File: src/sfp_cfg.svh
// sfp_cfg.svh: constants of the serial flash port (geometry, fields, opcodes)
// assumes: included by bare name from the package and the design modules
`ifndef SFP_CFG_SVH
`define SFP_CFG_SVH

// ----------------------------------------------------------------
// serial framing
// ----------------------------------------------------------------
`define SFP_BYTE_W      8
`define SFP_BIT_W       3
`define SFP_LAST_BIT    3'h7
`define SFP_IDX_W       9
`define SFP_IDX_MAX     9'h1ff
`define SFP_OP_END      9'h001
`define SFP_ADDR_END    9'h004

// ----------------------------------------------------------------
// memory geometry: 64 sectors x 1024 pages x 256 bytes
// ----------------------------------------------------------------
`define SFP_SECTORS     7'h40
`define SFP_SECTOR_W    6
`define SFP_PAGE_W      10
`define SFP_OFFSET_W    8
`define SFP_ADDR_W      24
`define SFP_SEC_LSB     18
`define SFP_PAGE_LSB    8
`define SFP_PAGE_BYTES  9'h100

// ----------------------------------------------------------------
// status byte: area guard field
// ----------------------------------------------------------------
`define SFP_GUARD_W     3
`define SFP_GUARD_LSB   2

// ----------------------------------------------------------------
// instruction codes
// ----------------------------------------------------------------
`define SFP_OP_PROG     8'h11
`define SFP_OP_SECT     8'h22
`define SFP_OP_BULK     8'h33
`define SFP_OP_STAT     8'h44
`define SFP_OP_IDENT    8'h55

`endif

File: src/sfp_pkg.sv
// sfp_pkg.sv: types shared by the serial flash port modules
// assumes: sfp_cfg.svh on the include path
`include "sfp_cfg.svh"

package sfp_pkg;

   // frame phase, one-hot
   typedef enum logic [3:0] {
      PH_IDLE   = 4'h1,
      PH_OPCODE = 4'h2,
      PH_ADDR   = 4'h4,
      PH_DATA   = 4'h8
   } sfp_phase_t;

   // kind of committed write-class command, one-hot
   typedef enum logic [3:0] {
      KIND_PROG = 4'h1,
      KIND_SECT = 4'h2,
      KIND_BULK = 4'h4,
      KIND_STAT = 4'h8
   } sfp_kind_t;

   // pins as sampled, grouped for the synchroniser
   typedef struct packed {
      logic sck;
      logic sdi;
      logic cs_n;
      logic hold_n;
      logic wp_n;
   } sfp_pins_t;

   // committed command handed to the array core
   typedef struct packed {
      sfp_kind_t                   kind;
      logic [`SFP_SECTOR_W-1:0]    sector;
      logic [`SFP_PAGE_W-1:0]      page;
      logic [`SFP_OFFSET_W-1:0]    offset;
      logic [`SFP_IDX_W-1:0]       count;
   } sfp_cmd_t;

endpackage

File: src/sfp_guard.sv
// sfp_guard.sv: protected-area check for program and erase
// assumes: guard is the 3-bit area guard field, sector from the address
`timescale 1ns/100ps
`default_nettype none
`include "sfp_cfg.svh"

module sfp_guard (
   input  wire logic [`SFP_GUARD_W-1:0]  guard,
   input  wire logic [`SFP_SECTOR_W-1:0] sector,
   input  wire logic                     whole,
   output logic                          barred
);

   logic [`SFP_SECTOR_W:0] first;   // lowest protected sector

   // ----------------------------------------------------------------
   // guard n protects the upper 2^(n-1) sectors; guard 0 wraps the
   // shift to zero so first lands past the top and nothing is barred
   // ----------------------------------------------------------------
   always_comb
   begin
      first  = `SFP_SECTORS - (7'h01 << (guard - 3'h1));
      barred = whole ? (guard != '0) : ({1'b0, sector} >= first);
   end

endmodule
`default_nettype wire

File: src/sfp_port.sv
// sfp_port.sv: serial bus front end of a 128-Mbit serial flash
// assumes: pins arrive asynchronously; the array core sits on the user
// side, supplies read bytes on TX_DATA and reports BUSY
//
// Operation
// - output bits change on clock falling edge
// - input bit sampled on every clock rise
// - deselected: output released to high impedance
// - standby only when deselected and core idle
// - ignore input until first chip select fall
// - hold: output released, clock and data ignored
// - write protect freezes area guard bits
// - address splits 64 sectors, 1024 pages, 256 bytes
// - page program takes 1 to 256 bytes
// - erase whole sector or whole array only
// - two-byte signature readable over link
// - clock modes 0 and 3 both served
// - hold changes only while clock is low
// - select rise in hold resets, locks out
// - write commands need bit count multiple eight
`timescale 1ns/100ps
`default_nettype none
`include "sfp_cfg.svh"

module sfp_port #(
   parameter logic [15:0] ID_SIG = 16'h5a3c   // arbitrary value
) (
   input  wire logic              CLK,
   input  wire logic              RST_N,
   input  wire logic              CE,
   input  wire logic              SCK,
   input  wire logic              SDI,
   input  wire logic              CS_N,
   input  wire logic              HOLD_N,
   input  wire logic              WP_N,
   input  wire logic              BUSY,
   input  wire logic [7:0]        TX_DATA,
   output logic                   SDO_O,
   output logic                   SDO_OE,
   output logic [7:0]             RX_DATA,
   output logic                   RX_VALID,
   output logic [8:0]             RX_INDEX,
   output logic                   CMD_GO,
   output logic                   CMD_REJ,
   output var sfp_pkg::sfp_cmd_t  CMD,
   output logic [2:0]             AREA_GUARD,
   output logic                   SELECTED,
   output logic                   STANDBY,
   output logic                   HOLD_ACTIVE
);
   import sfp_pkg::*;

   // ----------------------------------------------------------------
   // declarations
   // ----------------------------------------------------------------
   sfp_pins_t                pins_raw;     // pins as they arrive
   sfp_pins_t                pins_s;       // pins after two flops
   logic                     sck_q;        // previous synced clock
   logic                     csn_q;        // previous synced select
   logic                     armed_r;      // first select fall seen
   logic                     lock_r;       // select rose inside hold
   logic                     hold_r;       // hold condition in force
   logic [`SFP_BIT_W-1:0]    bit_cnt_r;    // clock rises mod eight
   logic [7:0]               rx_sh_r;      // incoming bits
   logic [7:0]               tx_sh_r;      // outgoing bits
   logic [`SFP_IDX_W-1:0]    byte_idx_r;   // whole bytes this frame
   logic [`SFP_IDX_W-1:0]    data_cnt_r;   // bytes after address
   logic [7:0]               op_r;         // instruction byte
   logic [`SFP_ADDR_W-1:0]   addr_r;       // address bytes
   logic [7:0]               stat_r;       // first status-write byte
   sfp_phase_t               phase_r;      // frame phase
   logic                     active;       // selected, armed and not locked out
   logic                     sck_rise;
   logic                     sck_fall;
   logic                     cs_rise;
   logic                     cs_fall;
   logic                     byte_done;
   logic [7:0]               new_byte;
   logic [7:0]               tx_src;       // byte loaded at boundary
   logic                     whole;        // bulk erase in hand
   logic                     barred;       // target lies in guarded area
   logic                     wr_class;     // program, erase, status write
   logic                     shape_ok;     // byte counts fit the opcode
   sfp_kind_t                kind_nxt;

   // ----------------------------------------------------------------
   // pin synchronisers; idle levels preset so reset shows no edge
   // ----------------------------------------------------------------
   always_comb
   begin
      pins_raw = '{sck: SCK, sdi: SDI, cs_n: CS_N, hold_n: HOLD_N, wp_n: WP_N};
   end

   sfp_sync #(
      .W    (5),
      .INIT (5'h07)
   ) u_sync (
      .clk   (CLK),
      .rst_n (RST_N),
      .ce    (CE),
      .d     (pins_raw),
      .q     (pins_s)
   );

   // ----------------------------------------------------------------
   // edge finding on the synced link clock and select
   // ----------------------------------------------------------------
   always_ff @(posedge CLK)
   begin
      if (!RST_N)
      begin
         sck_q <= 1'b0;
         csn_q <= 1'b1;
      end
      else if (CE)
      begin
         // tracked through hold too, so release makes no false edge
         sck_q <= pins_s.sck;
         csn_q <= pins_s.cs_n;
      end
   end

   // both clock modes look alike here: only edges count, never idle level
   always_comb
   begin
      active    = !pins_s.cs_n && armed_r && !lock_r;
      sck_rise  = pins_s.sck && !sck_q && active && !hold_r;
      sck_fall  = !pins_s.sck && sck_q && active && !hold_r;
      cs_rise   = pins_s.cs_n && !csn_q;
      cs_fall   = !pins_s.cs_n && csn_q;
      byte_done = sck_rise && (bit_cnt_r == `SFP_LAST_BIT);
      new_byte  = {rx_sh_r[6:0], pins_s.sdi};
   end

   // ----------------------------------------------------------------
   // power-up arming: nothing is heard before the first select fall
   // ----------------------------------------------------------------
   always_ff @(posedge CLK)
   begin
      if (!RST_N)
         armed_r <= 1'b0;
      else if (CE && cs_fall)
         armed_r <= 1'b1;
   end

   // ----------------------------------------------------------------
   // hold: follows the pin only while the link clock is low
   // ----------------------------------------------------------------
   always_ff @(posedge CLK)
   begin
      if (!RST_N)
      begin
         hold_r <= 1'b0;
         lock_r <= 1'b0;
      end
      else if (CE)
      begin
         if (cs_rise)
         begin
            hold_r <= 1'b0;
            // a second rise while still locked must not unlock
            lock_r <= hold_r || lock_r;
         end
         else if (active && !pins_s.sck)
            hold_r <= !pins_s.hold_n;
         // the lock needs hold released while deselected
         if (!cs_rise && pins_s.cs_n && pins_s.hold_n)
            lock_r <= 1'b0;
      end
   end

   // ----------------------------------------------------------------
   // shift in on rises; deselect drops any partial byte
   // ----------------------------------------------------------------
   always_ff @(posedge CLK)
   begin
      if (!RST_N)
      begin
         bit_cnt_r <= '0;
         rx_sh_r   <= '0;
      end
      else if (CE)
      begin
         if (pins_s.cs_n)
         begin
            bit_cnt_r <= '0;
            rx_sh_r   <= '0;
         end
         else if (sck_rise)
         begin
            bit_cnt_r <= bit_cnt_r + 3'h1;
            rx_sh_r   <= new_byte;
         end
      end
   end

   // ----------------------------------------------------------------
   // frame phase: opcode, then address, then data
   // ----------------------------------------------------------------
   always_ff @(posedge CLK)
   begin
      if (!RST_N)
      begin
         phase_r    <= PH_IDLE;
         op_r       <= '0;
         addr_r     <= '0;
         stat_r     <= '0;
         byte_idx_r <= '0;
         data_cnt_r <= '0;
      end
      else if (CE)
      begin
         if (pins_s.cs_n)
         begin
            phase_r    <= PH_IDLE;
            byte_idx_r <= '0;
            data_cnt_r <= '0;
         end
         else if (active)
         begin
            if (byte_done && byte_idx_r != `SFP_IDX_MAX)
               byte_idx_r <= byte_idx_r + 9'h001;
            case (phase_r)
               PH_IDLE:
                  phase_r <= PH_OPCODE;
               PH_OPCODE:
                  if (byte_done)
                  begin
                     op_r    <= new_byte;
                     phase_r <= (new_byte == `SFP_OP_PROG || new_byte == `SFP_OP_SECT)
                                ? PH_ADDR : PH_DATA;
                  end
               PH_ADDR:
                  if (byte_done)
                  begin
                     addr_r <= {addr_r[15:0], new_byte};
                     if (byte_idx_r + 9'h001 == `SFP_ADDR_END)
                        phase_r <= PH_DATA;
                  end
               PH_DATA:
                  if (byte_done)
                  begin
                     if (data_cnt_r == '0)
                        stat_r <= new_byte;
                     // count stops at a page; extra bytes do not widen it
                     if (data_cnt_r != `SFP_PAGE_BYTES)
                        data_cnt_r <= data_cnt_r + 9'h001;
                  end
               default:
                  phase_r <= PH_IDLE;
            endcase
         end
      end
   end

   // ----------------------------------------------------------------
   // byte source for output: signature after its opcode, else core
   // ----------------------------------------------------------------
   always_comb
   begin
      tx_src = TX_DATA;
      if (phase_r == PH_DATA && op_r == `SFP_OP_IDENT)
         tx_src = (byte_idx_r == `SFP_OP_END) ? ID_SIG[15:8] : ID_SIG[7:0];
   end

   // ----------------------------------------------------------------
   // shift out on falls; a new byte loads at each byte boundary
   // ----------------------------------------------------------------
   always_ff @(posedge CLK)
   begin
      if (!RST_N)
      begin
         tx_sh_r <= '0;
         SDO_O   <= 1'b0;
         SDO_OE  <= 1'b0;
      end
      else if (CE)
      begin
         SDO_OE <= active && !hold_r;
         if (sck_fall)
         begin
            if (bit_cnt_r == '0)
            begin
               SDO_O   <= tx_src[7];
               tx_sh_r <= {tx_src[6:0], 1'b0};
            end
            else
            begin
               SDO_O   <= tx_sh_r[7];
               tx_sh_r <= {tx_sh_r[6:0], 1'b0};
            end
         end
      end
   end

   // ----------------------------------------------------------------
   // command checks at select rise
   // ----------------------------------------------------------------
   always_comb
   begin
      whole    = (op_r == `SFP_OP_BULK);
      wr_class = (op_r == `SFP_OP_PROG) || (op_r == `SFP_OP_SECT) || whole
                 || (op_r == `SFP_OP_STAT);
      kind_nxt = KIND_STAT;
      shape_ok = (data_cnt_r != '0);
      case (op_r)
         `SFP_OP_PROG:
            kind_nxt = KIND_PROG;
         `SFP_OP_SECT:
         begin
            kind_nxt = KIND_SECT;
            shape_ok = (byte_idx_r == `SFP_ADDR_END);
         end
         `SFP_OP_BULK:
         begin
            kind_nxt = KIND_BULK;
            shape_ok = (byte_idx_r == `SFP_OP_END);
         end
         default:
            kind_nxt = KIND_STAT;
      endcase
   end

   sfp_guard u_guard (
      .guard  (AREA_GUARD),
      .sector (addr_r[`SFP_ADDR_W-1:`SFP_SEC_LSB]),
      .whole  (whole),
      .barred (barred)
   );

   // ----------------------------------------------------------------
   // commit: a frame that ends inside hold, or off a byte edge, dies
   // ----------------------------------------------------------------
   always_ff @(posedge CLK)
   begin
      if (!RST_N)
      begin
         CMD_GO     <= 1'b0;
         CMD_REJ    <= 1'b0;
         CMD        <= '{kind: KIND_STAT, default: '0};
         AREA_GUARD <= '0;
      end
      else if (CE)
      begin
         CMD_GO  <= 1'b0;
         CMD_REJ <= 1'b0;
         if (cs_rise && armed_r && !lock_r && !hold_r && wr_class)
         begin
            if (bit_cnt_r == '0 && shape_ok
                && (kind_nxt == KIND_STAT || !barred))
            begin
               CMD_GO     <= 1'b1;
               CMD.kind   <= kind_nxt;
               CMD.sector <= addr_r[`SFP_ADDR_W-1:`SFP_SEC_LSB];
               CMD.page   <= addr_r[`SFP_SEC_LSB-1:`SFP_PAGE_LSB];
               CMD.offset <= addr_r[`SFP_PAGE_LSB-1:0];
               CMD.count  <= data_cnt_r;
               // guard bits cannot move while write protect is low
               if (kind_nxt == KIND_STAT && pins_s.wp_n)
                  AREA_GUARD <= stat_r[`SFP_GUARD_LSB+`SFP_GUARD_W-1:`SFP_GUARD_LSB];
            end
            else
               CMD_REJ <= 1'b1;
         end
      end
   end

   // ----------------------------------------------------------------
   // user-side status flags and received bytes
   // ----------------------------------------------------------------
   always_ff @(posedge CLK)
   begin
      if (!RST_N)
      begin
         RX_DATA     <= '0;
         RX_VALID    <= 1'b0;
         RX_INDEX    <= '0;
         SELECTED    <= 1'b0;
         STANDBY     <= 1'b0;
         HOLD_ACTIVE <= 1'b0;
      end
      else if (CE)
      begin
         RX_VALID    <= byte_done;
         if (byte_done)
         begin
            RX_DATA  <= new_byte;
            RX_INDEX <= byte_idx_r;
         end
         SELECTED    <= active;
         STANDBY     <= pins_s.cs_n && !BUSY;
         HOLD_ACTIVE <= hold_r;
      end
   end
endmodule
`default_nettype wire

File: src/sfp_sync.sv
// sfp_sync.sv: two-flop synchroniser for asynchronous pins
// assumes: d is unrelated to clk; q is safe to use after two edges
`timescale 1ns/100ps
`default_nettype none

module sfp_sync #(
   parameter int             W    = 1,
   parameter logic [W-1:0]   INIT = '0
) (
   input  wire logic         clk,
   input  wire logic         rst_n,
   input  wire logic         ce,
   input  wire logic [W-1:0] d,
   output logic      [W-1:0] q
);

   logic [W-1:0] meta_r;   // first stage, read only by q

   // ----------------------------------------------------------------
   // two stages; reset to the pin's idle level to avoid false edges
   // ----------------------------------------------------------------
   always_ff @(posedge clk)
   begin
      if (!rst_n)
      begin
         meta_r <= INIT;
         q      <= INIT;
      end
      else if (ce)
      begin
         meta_r <= d;
         q      <= meta_r;
      end
   end

endmodule
`default_nettype wire
File: config.mk
export PLATFORM = sky130hd
export DESIGN_NAME = sfp_port
export DESIGN_NICKNAME = d
export VERILOG_FILES = /design/src/sfp_pkg.sv /design/src/sfp_guard.sv /design/src/sfp_port.sv /design/src/sfp_sync.sv
export VERILOG_INCLUDE_DIRS = /design/src
export SDC_FILE = /design/constraint.sdc
export NUM_CORES = 1
export LEC_CHECK = 0
export BUFFER_PORTS_ARGS = -buffer_cell sky130_fd_sc_hd__buf_4
export CELL_PAD_IN_SITES_DETAIL_PLACEMENT = 0
export CELL_PAD_IN_SITES_GLOBAL_PLACEMENT = 1
export CORE_MARGIN = 4
export CORE_UTILIZATION = 35
export DETAILED_ROUTE_END_ITERATION = 8
export PLACE_DENSITY_LB_ADDON = 0.15
export SETUP_SLACK_MARGIN = 0.4
export SLEW_MARGIN = 20
export SYNTH_ARGS = -nofsm -noshare
export SYNTH_HDL_FRONTEND = slang
export SYNTH_SLANG_ARGS = --single-unit
File: constraint.sdc
create_clock -name CLK -period 8.1 [get_ports CLK]
set_input_delay 1.62 -clock CLK [delete_from_list [all_inputs] [get_ports CLK]]
set_output_delay 1.62 -clock CLK [all_outputs]
set_load 0.01 [all_outputs]
==> Word-level counts from Yosys, hierarchy flattened <==
Cells that the tools add are included.
{ "word_totals": {"rom_bits": 0, "mem_bits_rw": 0, "latchBits": 0, "output_inout_bits": 65, "ff_bits": 157, "memories": 0} }
{ "classes": {"multipliers": 0, "n_bitwise": 1, "eq_ne": 22, "div_mod_pow": 0, "n_addsub": 5, "reduce_logical": 67, "order_cmp": 1, "n_shift": 1, "muxes": 34} }
{ "op_table": {"columns": ["op", "count"], "rows": [
  ["two-way mux 9 bit", 8],
  ["logical AND 1 bit", 26],
  ["equality test 8 x 6 -> 1 bit (second input constant)", 3],
  ["two-way mux 4 bit", 6],
  ["two-way mux 7 bit", 3],
  ["adder 9 x 1 -> 9 bit (second input constant)", 2],
  ["equality test 9 x 3 -> 1 bit (second input constant)", 2],
  ["inequality test 9 bit (second input constant)", 2],
  ["equality test 8 x 5 -> 1 bit (second input constant)", 2],
  ["equality test 8 x 7 -> 1 bit (second input constant)", 2],
  ["two-way mux 8 bit", 2],
  ["case mux 4 bit (4 select lines)", 1],
  ["nonzero test 2 bit", 8],
  ["AND reduction 5 bit", 3],
  ["case mux 4 bit (3 select lines)", 1],
  ["AND reduction 6 bit", 2],
  ["logical NOT 1 bit", 10],
  ["two-way mux 1 bit", 10],
  ["AND reduction 2 bit", 5],
  ["equality test 9 x 1 -> 1 bit (second input constant)", 1],
  ["logical NOT 9 bit", 1],
  ["inequality test 3 x 2 -> 1 bit (second input constant)", 3],
  ["nonzero test 9 bit", 1],
  ["equality test 4 bit (second input constant)", 2],
  ["18 further kinds", 25]
]} }

==> Depth between registers and ports, before layout <==
Gate-level depths: netlist (run 1).
{ "depth": {"depth_word": 10, "mapped_depth": 17, "depth_no_buf": 13} }

==> Hierarchy <==
Synthesis (run 1) repeated with hierarchy kept, for this count alone.
{ "unflattened": {"hier_cells": 833, "area_unflattened_um2": 6780.3} }
{ "by_module_without_submodules": {"columns": ["mod", "area_each_um2", "instances", "cells_each"], "rows": [
  ["sfp_port", 6169.7, 1, 763],
  ["sfp_sync", 362.8, 1, 32],
  ["sfp_guard", 247.7, 1, 38]
]} }

==> Worst setup path after synthesis (run 1) <==
No wires, ideal clock.
{ "synth_path": {"path_type": "in2reg", "from": "input CE", "to": "register phase_r[1]", "t_required_ns": 8.030, "path_stages": 6, "arrival_ns": 3.139, "path_buffers": 1, "setup_slack_ns": 4.891, "path_cell_list": "buf_1 nand2_1 o31ai_4 o31ai_2 or4_1 a21boi_1"} }
{ "synth_between": {"elab_chain_cells": 1} }
{ "synth_lines": {"columns": ["element", "line_no", "source"], "rows": [
  ["start: declaration", "sfp_port.sv:30", "input wire logic CE,"],
  ["AND reduction 6 bit (no source line)", null, null],
  ["end signal: assignment", "sfp_port.sv:230", "phase_r <= (new_byte == `SFP_OP_PROG || new_byte == `SFP_OP_SECT)"],
  ["end: declaration", "sfp_port.sv:71", "sfp_phase_t phase_r;"]
]} }
No other way between the ends.
A chain may end at the register's enable or synchronous reset.

==> Worst setup path in the final report (run 1) <==
{ "layout_path": {"from": "register AREA_GUARD[1]", "to": "register CMD[36] (netlist bit)"} }
{ "layout_between": {"elab_chain_cells": 9, "elab_cells_between_ends": 10, "cone_classes": "add/sub: 2; order compare: 1; shift: 1; mux: 1; reduce/logical: 5"} }
{ "layout_lines": {"columns": ["element", "line_no", "source"], "rows": [
  ["start: declaration", "sfp_port.sv:46", "output logic [2:0] AREA_GUARD,"],
  ["start signal: assignment", "sfp_port.sv:360", "AREA_GUARD <= stat_r[`SFP_GUARD_LSB+`SFP_GUARD_W-1:`SFP_GUARD_LSB];"],
  ["subtractor 3 x 1 -> 3 bit", "sfp_guard.sv:22", "first = `SFP_SECTORS - (7'h01 << (guard - 3'h1));"],
  ["<< shifter 1 x 3 -> 7 bit", "sfp_guard.sv:22", null],
  ["subtractor 7 bit (no source line)", null, null],
  ["greater-or-equal comparator 6 x 7 -> 1 bit", "sfp_guard.sv:23", "barred = whole ? (guard != '0) : ({1'b0, sector} >= first);"],
  ["two-way mux 1 bit *", "sfp_guard.sv:23", null],
  ["logical NOT 1 bit *", "sfp_port.sv:350", "&& (kind_nxt == KIND_STAT || !barred))"],
  ["logical OR 1 bit *", "sfp_port.sv:350", null],
  ["logical AND 1 bit *", "sfp_port.sv:350", null],
  ["AND reduction 3 bit (no source line) *", null, null],
  ["end: declaration", "sfp_port.sv:45", "output var sfp_pkg::sfp_cmd_t CMD,"]
]} }
Every way passes the cells marked *; elsewhere a longest branch is shown, timed or not.

==> run metrics, run 1 <==
status=complete, no violations; Mapped Area=6890 sq um; drt wl/cell=about 15 um; port buffer count=slightly above 80; vias in the first global route=between 5000 and 6000; Clock Sinks=approximately 150; vias per inst=4.97; Largest stage delay, worst path=0.56 ns; post-synth top area share=between 40 and 50%; Slew Viols, Final=0; Root Buffer=clkbuf_16; Final Hold Vio Count=0; GRT Util Overall=around 16%; Async SR Flop Fraction=0%; Final Routed Wirelength=about 17000 um; CTS max path bufs=2; Initial Utilization=35.5%; critical-path cell list=nor2_1, ha_1, nand2_1, ha_1, xor2_1, o21ai_0, ha_1, nand3_1, o211a_1, o311ai_4, buf_4, mux2i_1, nand2_1; CTS tree=yes; min-delay worst type=register to register; CP required=8.37 ns; FMAX=268 MHz; first-pass GRT wire length=~28000 um; maxcap violations=0; r2r startpoint=AREA_GUARD[1]; final setup fails=0; Reg2Reg Capture Point=CMD[36]; GPL Wtd Cong=slightly above 0.8; sequential area share after synthesis=between 40% and 50%; total power=between 1.5 and 2 mW; cell family contributing the most delay on the critical path=adder cells; VDD IR max=around 0.14 mV; Area contributors post-synth=dfxtp_1 45%, nand2_1 9.0%, a21boi_0 6.2%; PwrDens=198 nW/um^2; Die X=approximately 150 um; Critical Path End Type=register; via count=5651; period utilisation layout=46.0%; htree depth=4; Avg Synthesized Cell Area=between 8 and 9 sq um; DR pass1 iterations=4; Synth Warn #=0; Reg2Reg Depth=13; fin crit period=around 3.7 ns; max_slew headroom=38.8%; kind of critical path=register to register; ys flop type=dfxtp_1; pin count of the biggest net entering global routing=just under 100; initial antenna violation count=0; crit start category=register; RSZ-0062 raised after global routing=no; DPL Wire Length=roughly 12000 um; grt total ovfl=0; Post-Layout Cell Count=between 1000 and 1500; antenna diode count=0; slowest stage cell, crit path=buf_4; post-cts sizing count=0; cell mode on critical path=ha_1; Leak=between 3 and 4 nW; synthesis-stage register bit count=roughly 150; ratio of cells with drive above 1 in the final layout=15.2%; top cells by count, synth=166 x nand2_1, 154 x dfxtp_1, 68 x nand3_1; Crit. path cell count=13; dpl cells=roughly 1100; core area=around 19000 sq um; fillers=2003; Die ar.=22000 sq um; Slew @ Worst Pin=0.917 ns; Synth area leader=dfxtp_1; Rows=between 50 and 60; Vert. Die Dim=~150 um; Skew-Pair Late Insertion Delay=0.42 ns; CP max FO=74; Inserted Clock Buffers=17; Initial DRC Count=259; Post-route DRC=0; Crit path buffers/inverters=1; Final nets=between 800 and 900; final setup skew=0.0101 ns; CP Capture Point=CMD[36]; Routed Antenna Nets=0; Syn Inst Count=a little over 800; flop-to-flop setup slack=4.37 ns; utilization after layout=about 43%; top-count cell post-synth=nand2_1; post-synthesis cell type count=between 60 and 70; Ports=82; Worst EP arrival=approximately 4 ns; buffer count from post-CTS setup fixing=0; # hold bufs at CTS=0; setup TNS=0 ns; area added between synthesis and finish=19.9%; syn nets=roughly 850; Crit. Startpoint=AREA_GUARD[1]; EDFF count, synth=0; Worst-path clk slew=0.06 ns
-- state kept, by name, indices dropped and copies added (netlist names), 7 cells and up --
name        cells
CMD            37
addr_r         24
RX_INDEX        9
byte_idx_r      9
data_cnt_r      9
RX_DATA         8
op_r            8
rx_sh_r         7
tx_sh_r         7
-- worst register-to-register path: cells and delay by family (launching register included) --
| kind | cells | cell delay [ns] |
|---|---|---|
| adders and majority gates | 3 | 1.10 |
| and+or+nand+nor | 4 | 0.32 |
| AOI/OAI and AO/OA | 3 | 0.68 |
| DFF | 1 | 0.52 |
| muxes | 1 | 0.25 |
| buffers and inverters | 1 | 0.56 |
| xor gates and xnor gates | 1 | 0.16 |
-- per-layer routing --
layer | global-route usage, % | wire length, um
met5 | 0 | 0
met4 | 6.19 | 324
met3 | 3.02 | 555
met2 | 25.1 | 7720
met1 | 21.1 | 8480
-- stage by stage --
stage | worst slack, ns | hold slack, ns | instance area, sq um
2_1_floorplan | 4.89 | 0.429 | 6890
3_3_place_gp | 4.02 | 0.446 | 7650
3_5_place_dp | 3.99 | 0.450 | 7650
4_1_cts | 4.32 | 0.459 | 8260
5_1_grt | 3.92 | 0.484 | 8260
6_report | 4.37 | 0.458 | 8260
-- worst min path at each step --
stage               depth (start not counted)       start          to
finish                                      2     CMD[35]     CMD[35]
global placement                            2  tx_sh_r[2]  tx_sh_r[2]
detailed placement                          2     CMD[35]     CMD[35]
floorplan                                   2  addr_r[16]     CMD[25]
global route                                2     CMD[28]     CMD[28]
CTS                                         2     CMD[35]     CMD[35]
-- cell usage in the layout, fill, tap and decap left out, types with 3 or more instances in the layout --
master	Yosys	final
nand2_1	166	166
dfxtp_1	154	154
buf_4	1	85
nand3_1	68	68
a21boi_0	57	57
o21ai_0	39	39
nor2_1	31	31
mux2i_1	29	29
nor2b_1	26	26
clkbuf_16	0	17
inv_1	16	16
ha_1	16	16
o21ai_1	15	15
nand2b_1	10	10
and2_1	9	9
a31oi_1	8	8
a21oi_1	7	7
nand4_1	7	7
and3_1	6	6
o211ai_1	6	6
xor2_1	6	6
o211a_1	5	5
a21boi_1	5	5
xnor2_1	5	5
and4bb_2	5	5
clkinvlp_4	0	5
nor3_1	4	4
a21o_1	4	4
nor4_1	4	4
bufinv_16	0	4
clkinv_2	0	4
o21a_1	3	3
or2_2	3	3
nor4bb_1	3	3
a32o_1	3	3
o31ai_1	3	3
-- cells by family (layout without fill, tap and decap cells) --
group	Yosys count	after routing	share of synthesized area, %
AO/OA/AOI/OAI	170	170	16.9
XOR/XNOR	11	11	1.40
adder cells (fa/ha/maj)	17	17	3.05
buffers and inverters	72	133	4.16
flip-flops	154	154	44.7
multiplexers	29	29	4.21
AND/OR/NAND/NOR	359	359	25.5
-- report_power, final --
part | internal, mW | switching, mW | total (mW)
combinational | 0.0202 | 0.0273 | 0.0475
sequential | 0.761 | 0.00531 | 0.767
clock | 0.511 | 0.309 | 0.820
total | 1.29 | 0.342 | 1.63
-- area by class of cell --
cell class                      instances  area, sq um  share of cell area, %
Timing Repair Buffer                   85          638                   7.72
Clock buffer                           18          429                   5.19
Multi-Input combinational cell        586         3540                   42.8
Sequential cell                       154         3080                   37.3
Clock inverter                         13          178                   2.15
Tap cell                              265          332                   4.01
Inverter                               17         63.8                  0.772
(Power assumes the default switching activity.)
==> inputs of run 2 (changes only) <==
- ABC_AREA: unset -> 1
- clock period: 8.1 -> 3.8 ns (I/O delays scaled with it)
==> run metrics, run 2 <==
status=complete, no violations (unchanged); Die X=146 um (was 148 um); PwrDens=429 nW/um^2 (was 198 nW/um^2); mux cell area share after synthesis=0% (was 4.21%); DR pass1 iterations=4 (unchanged); Area contributors post-synth=dfxtp_1 46%, nand2_1 10%, nor2_1 9.2% (was dfxtp_1 45%, nand2_1 9.0%, a21boi_0 6.2%); Final Cell Area=8060 sq um (was 8260 sq um); kind of critical path=register to register (unchanged); cell mode on critical path=nand3_1 (was ha_1); area added between synthesis and finish=20.5% (was 19.9%); Die ar.=21400 sq um (was 22000 sq um); CP required=4.11 ns (was 8.37 ns); post-synthesis cell type count=38 (was 61); Reg2Reg Capture Point=CMD[35] (was CMD[36]); placed cell area=7470 sq um (was 7650 sq um); Slew @ Worst Pin=0.847 ns (was 0.917 ns); largest family of logic cells by synthesized area=simple AND/OR/NAND/NOR gates (unchanged); ratio of cells with drive above 1 in the final layout=14.0% (was 15.2%); maxcap violations=0 (unchanged); Slew Viols, Final=0 (unchanged); Final nets=1035 (was 894); pin count of the biggest net entering global routing=83 (was 99); synthesis-stage register bit count=154 (unchanged); CP Capture Point=CMD[35] (was CMD[36]); buffer count from post-CTS setup fixing=0 (unchanged); CP max FO=45 (was 74); Largest stage delay, worst path=0.40 ns (was 0.56 ns); Top reg by flops=CMD (unchanged); Worst EP arrival=3.29 ns (was 4.00 ns); Root Buffer=clkbuf_16 (unchanged); via count=5839 (was 5651); antenna diode count=0 (unchanged); flop-to-flop setup slack=0.82 ns (was 4.37 ns); GPL Wtd Cong=0.812 (was 0.823); port buffer count=81 (unchanged); setup TNS=0 ns (unchanged); Syn Inst Count=937 (was 812); fillers=2041 (was 2003); Ports=82 (unchanged); Initial DRC Count=267 (was 259); largest registers=CMD x37, addr_r x24 (unchanged); Initial Utilization=35.6% (was 35.5%); CTS max path bufs=2 (unchanged); DPL Wire Length=11700 um (was 12100 um); Clock Sinks=154 (unchanged); Synth area leader=dfxtp_1 (unchanged); RSZ-0062 raised after global routing=no (unchanged); Leak=3.62 nW (was 3.05 nW); Inserted Clock Buffers=17 (unchanged); syn nets=970 (was 845); crit start category=register (unchanged); slowest stage cell, crit path=ha_2 (was buf_4); top-count cell post-synth=nand2_1 (unchanged); Routed Antenna Nets=0 (unchanged); Avg Synthesized Cell Area=7.13 sq um (was 8.49 sq um); Hold Worst Slack=0.462 ns (was 0.458 ns); top cells by count, synth=187 x nand2_1, 163 x nor2_1, 154 x dfxtp_1 (was 166 x nand2_1, 154 x dfxtp_1, 68 x nand3_1); FMAX=335 MHz (was 268 MHz); min-delay worst type=register to register (unchanged); initial antenna violation count=0 (unchanged); period utilisation layout=78.5% (was 46.0%); Vert. Die Dim=146 um (was 148 um); register area=3090 sq um (was 3080 sq um); Rows=50 (was 51); post-synth top area share=46.1% (was 44.7%); EDFF count, synth=0 (unchanged); Skew-Pair Late Insertion Delay=0.42 ns (about the same); most common cell after layout, fill and taps aside=nand2_1 (unchanged); Largest register FFs=37 (unchanged); Async SR Flop Fraction=0% (unchanged); Final Hold Vio Count=0 (unchanged); CTS tree=yes (unchanged); grt total ovfl=0 (unchanged); commonest non-fill, non-tap cells in the layout=187 x nand2_1, 163 x nor2_1, 152 x dfxtp_1 (was 166 x nand2_1, 154 x dfxtp_1, 85 x buf_4); drt wl/cell=13.8 um (was 15.0 um); Multi-input gate area=3010 sq um (was 3540 sq um); ys flop type=dfxtp_1 (unchanged); final setup skew=0.00665 ns (was 0.0101 ns); Critical Path End Type=register (unchanged); Post-Synth Adder-Cell Area=2.99% (was 3.05%); core area=18800 sq um (was 19400 sq um); vias per inst=4.67 (was 4.97); Synth Area in Compound Gates=13.4% (was 16.9%); xor and xnor area share after synthesis=0.917% (was 1.40%); Post-route DRC=0 (unchanged); Mapped Area=6690 sq um (was 6890 sq um); hold_sp=u_sync.meta_r[1] (was CMD[35]); r2r startpoint=AREA_GUARD[0] (was AREA_GUARD[1]); vias in the first global route=5643 (was 5503); Crit. Startpoint=AREA_GUARD[0] (was AREA_GUARD[1]); final setup fails=0 (unchanged); htree depth=4 (unchanged); max_slew headroom=43.5% (was 38.8%); Worst-path clk slew=0.06 ns (about the same); Reg2Reg Depth=17 (was 13); Synth Warn #=0 (unchanged); first-pass GRT wire length=29000 um (was 28300 um); Final Routed Wirelength=17200 um (was 17100 um); VDD IR max=0.307 mV (was 0.140 mV); Simple-Gate Fraction of Synth Area=27.7% (was 25.5%); GRT Util Overall=16.4% (was 15.7%); fin crit period=2.98 ns (was 3.73 ns); critical-path cell list=nor2_1, ha_2, nand3_1, ha_1, nand3_1, xor2_1, ha_1, a21o_1, nand4_1, nand2_1, clkinv_1, nand3_1, nand2_1, nand3_2, buf_12, o21ai_0, nor2_1 (was nor2_1, ha_1, nand2_1, ha_1, xor2_1, o21ai_0, ha_1, nand3_1, o211a_1, o311ai_4, buf_4, mux2i_1, nand2_1); sequential area share after synthesis=46.1% (was 44.7%); total power=3.45 mW (was 1.63 mW)
-- run 2: cell families after synthesis --
family          Yosys count
simple gates            445
fa+ha+maj                16
flops                   154
buf+inv                 149
xor+xnor                  7
compound gates          166
-- run 2: what timing repair did --
| item | 4_1_cts | 5_1_grt |
|---|---|---|
| gates resized for setup | 0 | 3 |
| hold buffers | 0 | 0 |
| endpoints found under the setup margin | 0 | 38 |
-- run 2: routing by layer --
metal,GRT usage (%),wire length [um],vias up
met4,4.05,134,0
met5,0,0,-
met2,25.6,7590,80
li1,-,-,3145
met1,23.2,8940,2606
met3,3.69,552,8
-- run 2: layout make-up --
class / instances / share of cell area (%)
inverters: 107 / 4.99
well taps: 234 / 3.63
repair buffers: 88 / 8.51
clock buffers: 21 / 5.72
flip-flops and latches: 154 / 38.3
clock inverters: 11 / 1.51
multi-input cells: 634 / 37.4
-- run 2: per-stage QoR --
stage	utilization, %	worst slack (ns)	cells
6_report	42.9	0.819	1249
5_1_grt	42.9	0.447	1249
4_1_cts	42.9	0.650	1249
3_5_place_dp	39.8	0.684	1217
3_3_place_gp	39.8	0.799	1217
2_1_floorplan	-	0.908	937
-- run 2: power breakdown --
| part | internal (mW) | leakage (nW) | total, mW | switching [mW] |
|---|---|---|---|---|
| clock network | 0.999 | 0.271 | 1.68 | 0.686 |
| registers | 1.63 | 1.25 | 1.64 | 0.0128 |
| logic | 0.0387 | 2.10 | 0.125 | 0.0860 |
| total | 2.67 | 3.62 | 3.45 | 0.784 |
-- run 2: worst max-delay path: cells and delay by family (launching register included) --
| kind | cells | cell delay, ns |
|---|---|---|
| AOI/OAI and AO/OA | 2 | 0.37 |
| DFF | 1 | 0.39 |
| and+or+nand+nor | 9 | 0.80 |
| buffers and inverters | 2 | 0.25 |
| adders and majority gates | 3 | 0.89 |
| xor gates and xnor gates | 1 | 0.16 |
-- run 2: how the worst min path moves through the flow --
stage | endpoint | cells after the start | slack (ns)
after floorplan | u_sync.meta_r[2] | 2 | 0.43
after global placement | u_sync.meta_r[1] | 2 | 0.44
after detailed placement | u_sync.meta_r[1] | 2 | 0.45
after CTS | u_sync.meta_r[1] | 2 | 0.46
after global routing | armed_r | 2 | 0.48
final | u_sync.meta_r[1] | 2 | 0.46
==> inputs of run 3 (changes only) <==
- clock period: 3.8 -> 2.7 ns (I/O delays scaled with it)
==> run metrics, run 3 (synthesis results as in run 2) <==
Root Buffer=clkbuf_16 (unchanged); most common cell after layout, fill and taps aside=nand2_1 (unchanged); Ports=82 (unchanged); end of the worst hold path=u_sync.meta_r[0] (was u_sync.meta_r[1]); VDD IR max=0.464 mV (was 0.307 mV); flop-to-flop setup slack=0.02 ns (was 0.82 ns); Reg2Reg Depth=18 (was 17); Rows=50 (unchanged); Post-route DRC=0 (unchanged); fin crit period=2.68 ns (was 2.98 ns); Critical Path End Type=register (unchanged); Leak=3.86 nW (was 3.62 nW); hold_sp=WP_N (was u_sync.meta_r[1]); worst hold stages=3 (was 2); status=complete, no violations (unchanged); utilization after layout=45.9% (was 42.9%); RSZ-0062 raised after global routing=yes (was no); Slew Viols, Final=0 (unchanged); min-delay worst type=input port to register (was register to register); Reg2Reg Capture Point=CMD[12] (was CMD[35]); Top reg by flops=CMD (unchanged); antenna diode count=0 (unchanged); Initial DRC Count=335 (was 267); initial antenna violation count=0 (unchanged); Final Hold Vio Count=0 (unchanged); r2r startpoint=AREA_GUARD[1] (was AREA_GUARD[0]); vias per inst=4.71 (was 4.67); Routed Antenna Nets=0 (unchanged); crit start category=register (unchanged); GRT Util Overall=16.5% (was 16.4%); Final nets=1067 (was 1035); core area=18800 sq um (unchanged); htree depth=4 (unchanged); Clock Sinks=154 (unchanged); GPL Wtd Cong=0.816 (was 0.812); CP required=3.02 ns (was 4.11 ns); pin count of the biggest net entering global routing=83 (unchanged); kind of critical path=register to register (unchanged); ratio of cells with drive above 1 in the final layout=21.6% (was 14.0%); area added between synthesis and finish=28.9% (was 20.5%); Initial Utilization=35.6% (unchanged); CP max FO=18 (was 45); Die X=146 um (unchanged); Vert. Die Dim=146 um (unchanged); Largest register FFs=37 (unchanged); drt wl/cell=13.5 um (was 13.8 um); PwrDens=578 nW/um^2 (was 429 nW/um^2); maxcap violations=0 (unchanged); Slew @ Worst Pin=0.826 ns (was 0.847 ns); # hold bufs at CTS=0 (unchanged); total power=4.98 mW (was 3.45 mW); FMAX=373 MHz (was 335 MHz); grt total ovfl=0 (unchanged); largest registers=CMD x37, addr_r x24 (unchanged); vias in the first global route=5630 (was 5643); period utilisation layout=99.3% (was 78.5%); Worst EP arrival=3.00 ns (was 3.29 ns); Worst-path clk slew=0.06 ns (about the same); Inserted Clock Buffers=17 (unchanged); Die ar.=21400 sq um (unchanged); Skew-Pair Late Insertion Delay=0.43 ns (was 0.42 ns); fillers=1927 (was 2041); first-pass GRT wire length=28900 um (was 29000 um); final setup fails=0 (unchanged); final setup skew=0.00709 ns (was 0.00665 ns); Final Routed Wirelength=17300 um (was 17200 um); DR pass1 iterations=5 (was 4); commonest non-fill, non-tap cells in the layout=165 x nand2_1, 152 x nor2_1, 148 x dfxtp_1 (was 187 x nand2_1, 163 x nor2_1, 152 x dfxtp_1); port buffer count=81 (unchanged); max_slew headroom=45.0% (was 43.5%); CTS max path bufs=2 (unchanged); DPL Wire Length=12100 um (was 11700 um); CTS tree=yes (unchanged); via count=6029 (was 5839)
[run 3: per-layer routing]
metal | GRT usage (%) | vias to the layer above | wire length [um]
met5 | 0 | - | 0
met4 | 4.37 | 0 | 180
met3 | 4.07 | 11 | 599
met2 | 25.5 | 87 | 7650
met1 | 23.1 | 2714 | 8900
li1 | - | 3217 | -
[run 3: what timing repair did]
action	CTS	global route
setup endpoints to repair	47	53
setup buffers	5	2
gates cloned	0	1
resized for setup	21	39
pin swaps	14	23
[run 3: layout make-up]
cell class	instances	area, sq um	area share, %
Tap cell	234	293	3.40
Clock buffer	19	443	5.14
Multi-Input combinational cell	634	3230	37.5
Sequential cell	154	3100	35.9
Timing Repair Buffer	120	987	11.5
Clock inverter	13	168	1.95
Inverter	107	402	4.66
[run 3: worst max path at each step]
| stage | startpoint | endpoint | slack [ns] |
|---|---|---|---|
| finish | AREA_GUARD[1] | CMD[12] | 0.02 |
| global route | AREA_GUARD[1] | CMD[6] | -0.16 |
| CTS | AREA_GUARD[1] | CMD[10] | 0.005 |
| detailed placement | AREA_GUARD[1] | CMD[12] | -0.002 |
| global placement | AREA_GUARD[2] | CMD[10] | 0.04 |
| floorplan | AREA_GUARD[1] | CMD[6] | 0.08 |
[run 3: worst max-delay path, stage by stage, from the launching register on]
cell      delay [ns]
dfxtp_4         0.37
nor2_4          0.04
ha_4            0.31
nand3_4         0.09
ha_4            0.19
nand3_4         0.06
xor2_1          0.16
ha_1            0.26
a21o_1          0.16
nand4_1         0.07
nand2_1         0.06
clkinv_1        0.05
nand3_2         0.05
nand2_2         0.10
nand3_4         0.11
buf_12          0.17
buf_12          0.15
nor2_1          0.11
nor2_1          0.05
[run 3: metrics by stage]
step / setup TNS, ns / instance area [sq um] / instances / hold slack (ns) / setup WS (ns)
after floorplan: 0 / 6770 / 937 / 0.429 / 0.0831
after global placement: 0 / 7740 / 1241 / 0.444 / 0.0354
after detailed placement: -0.00235 / 7740 / 1241 / 0.443 / -0.00235
after CTS: 0 / 8450 / 1278 / 0.305 / 0.00496
after global routing: -4.69 / 8620 / 1281 / 0.311 / -0.157
final: 0 / 8620 / 1281 / 0.320 / 0.0201
[run 3: power breakdown]
part,total [mW],internal (mW),switching (mW)
Combinational,0.194,0.0658,0.128
Clock,2.48,1.49,0.993
Sequential,2.31,2.29,0.0180
Total,4.98,3.85,1.14
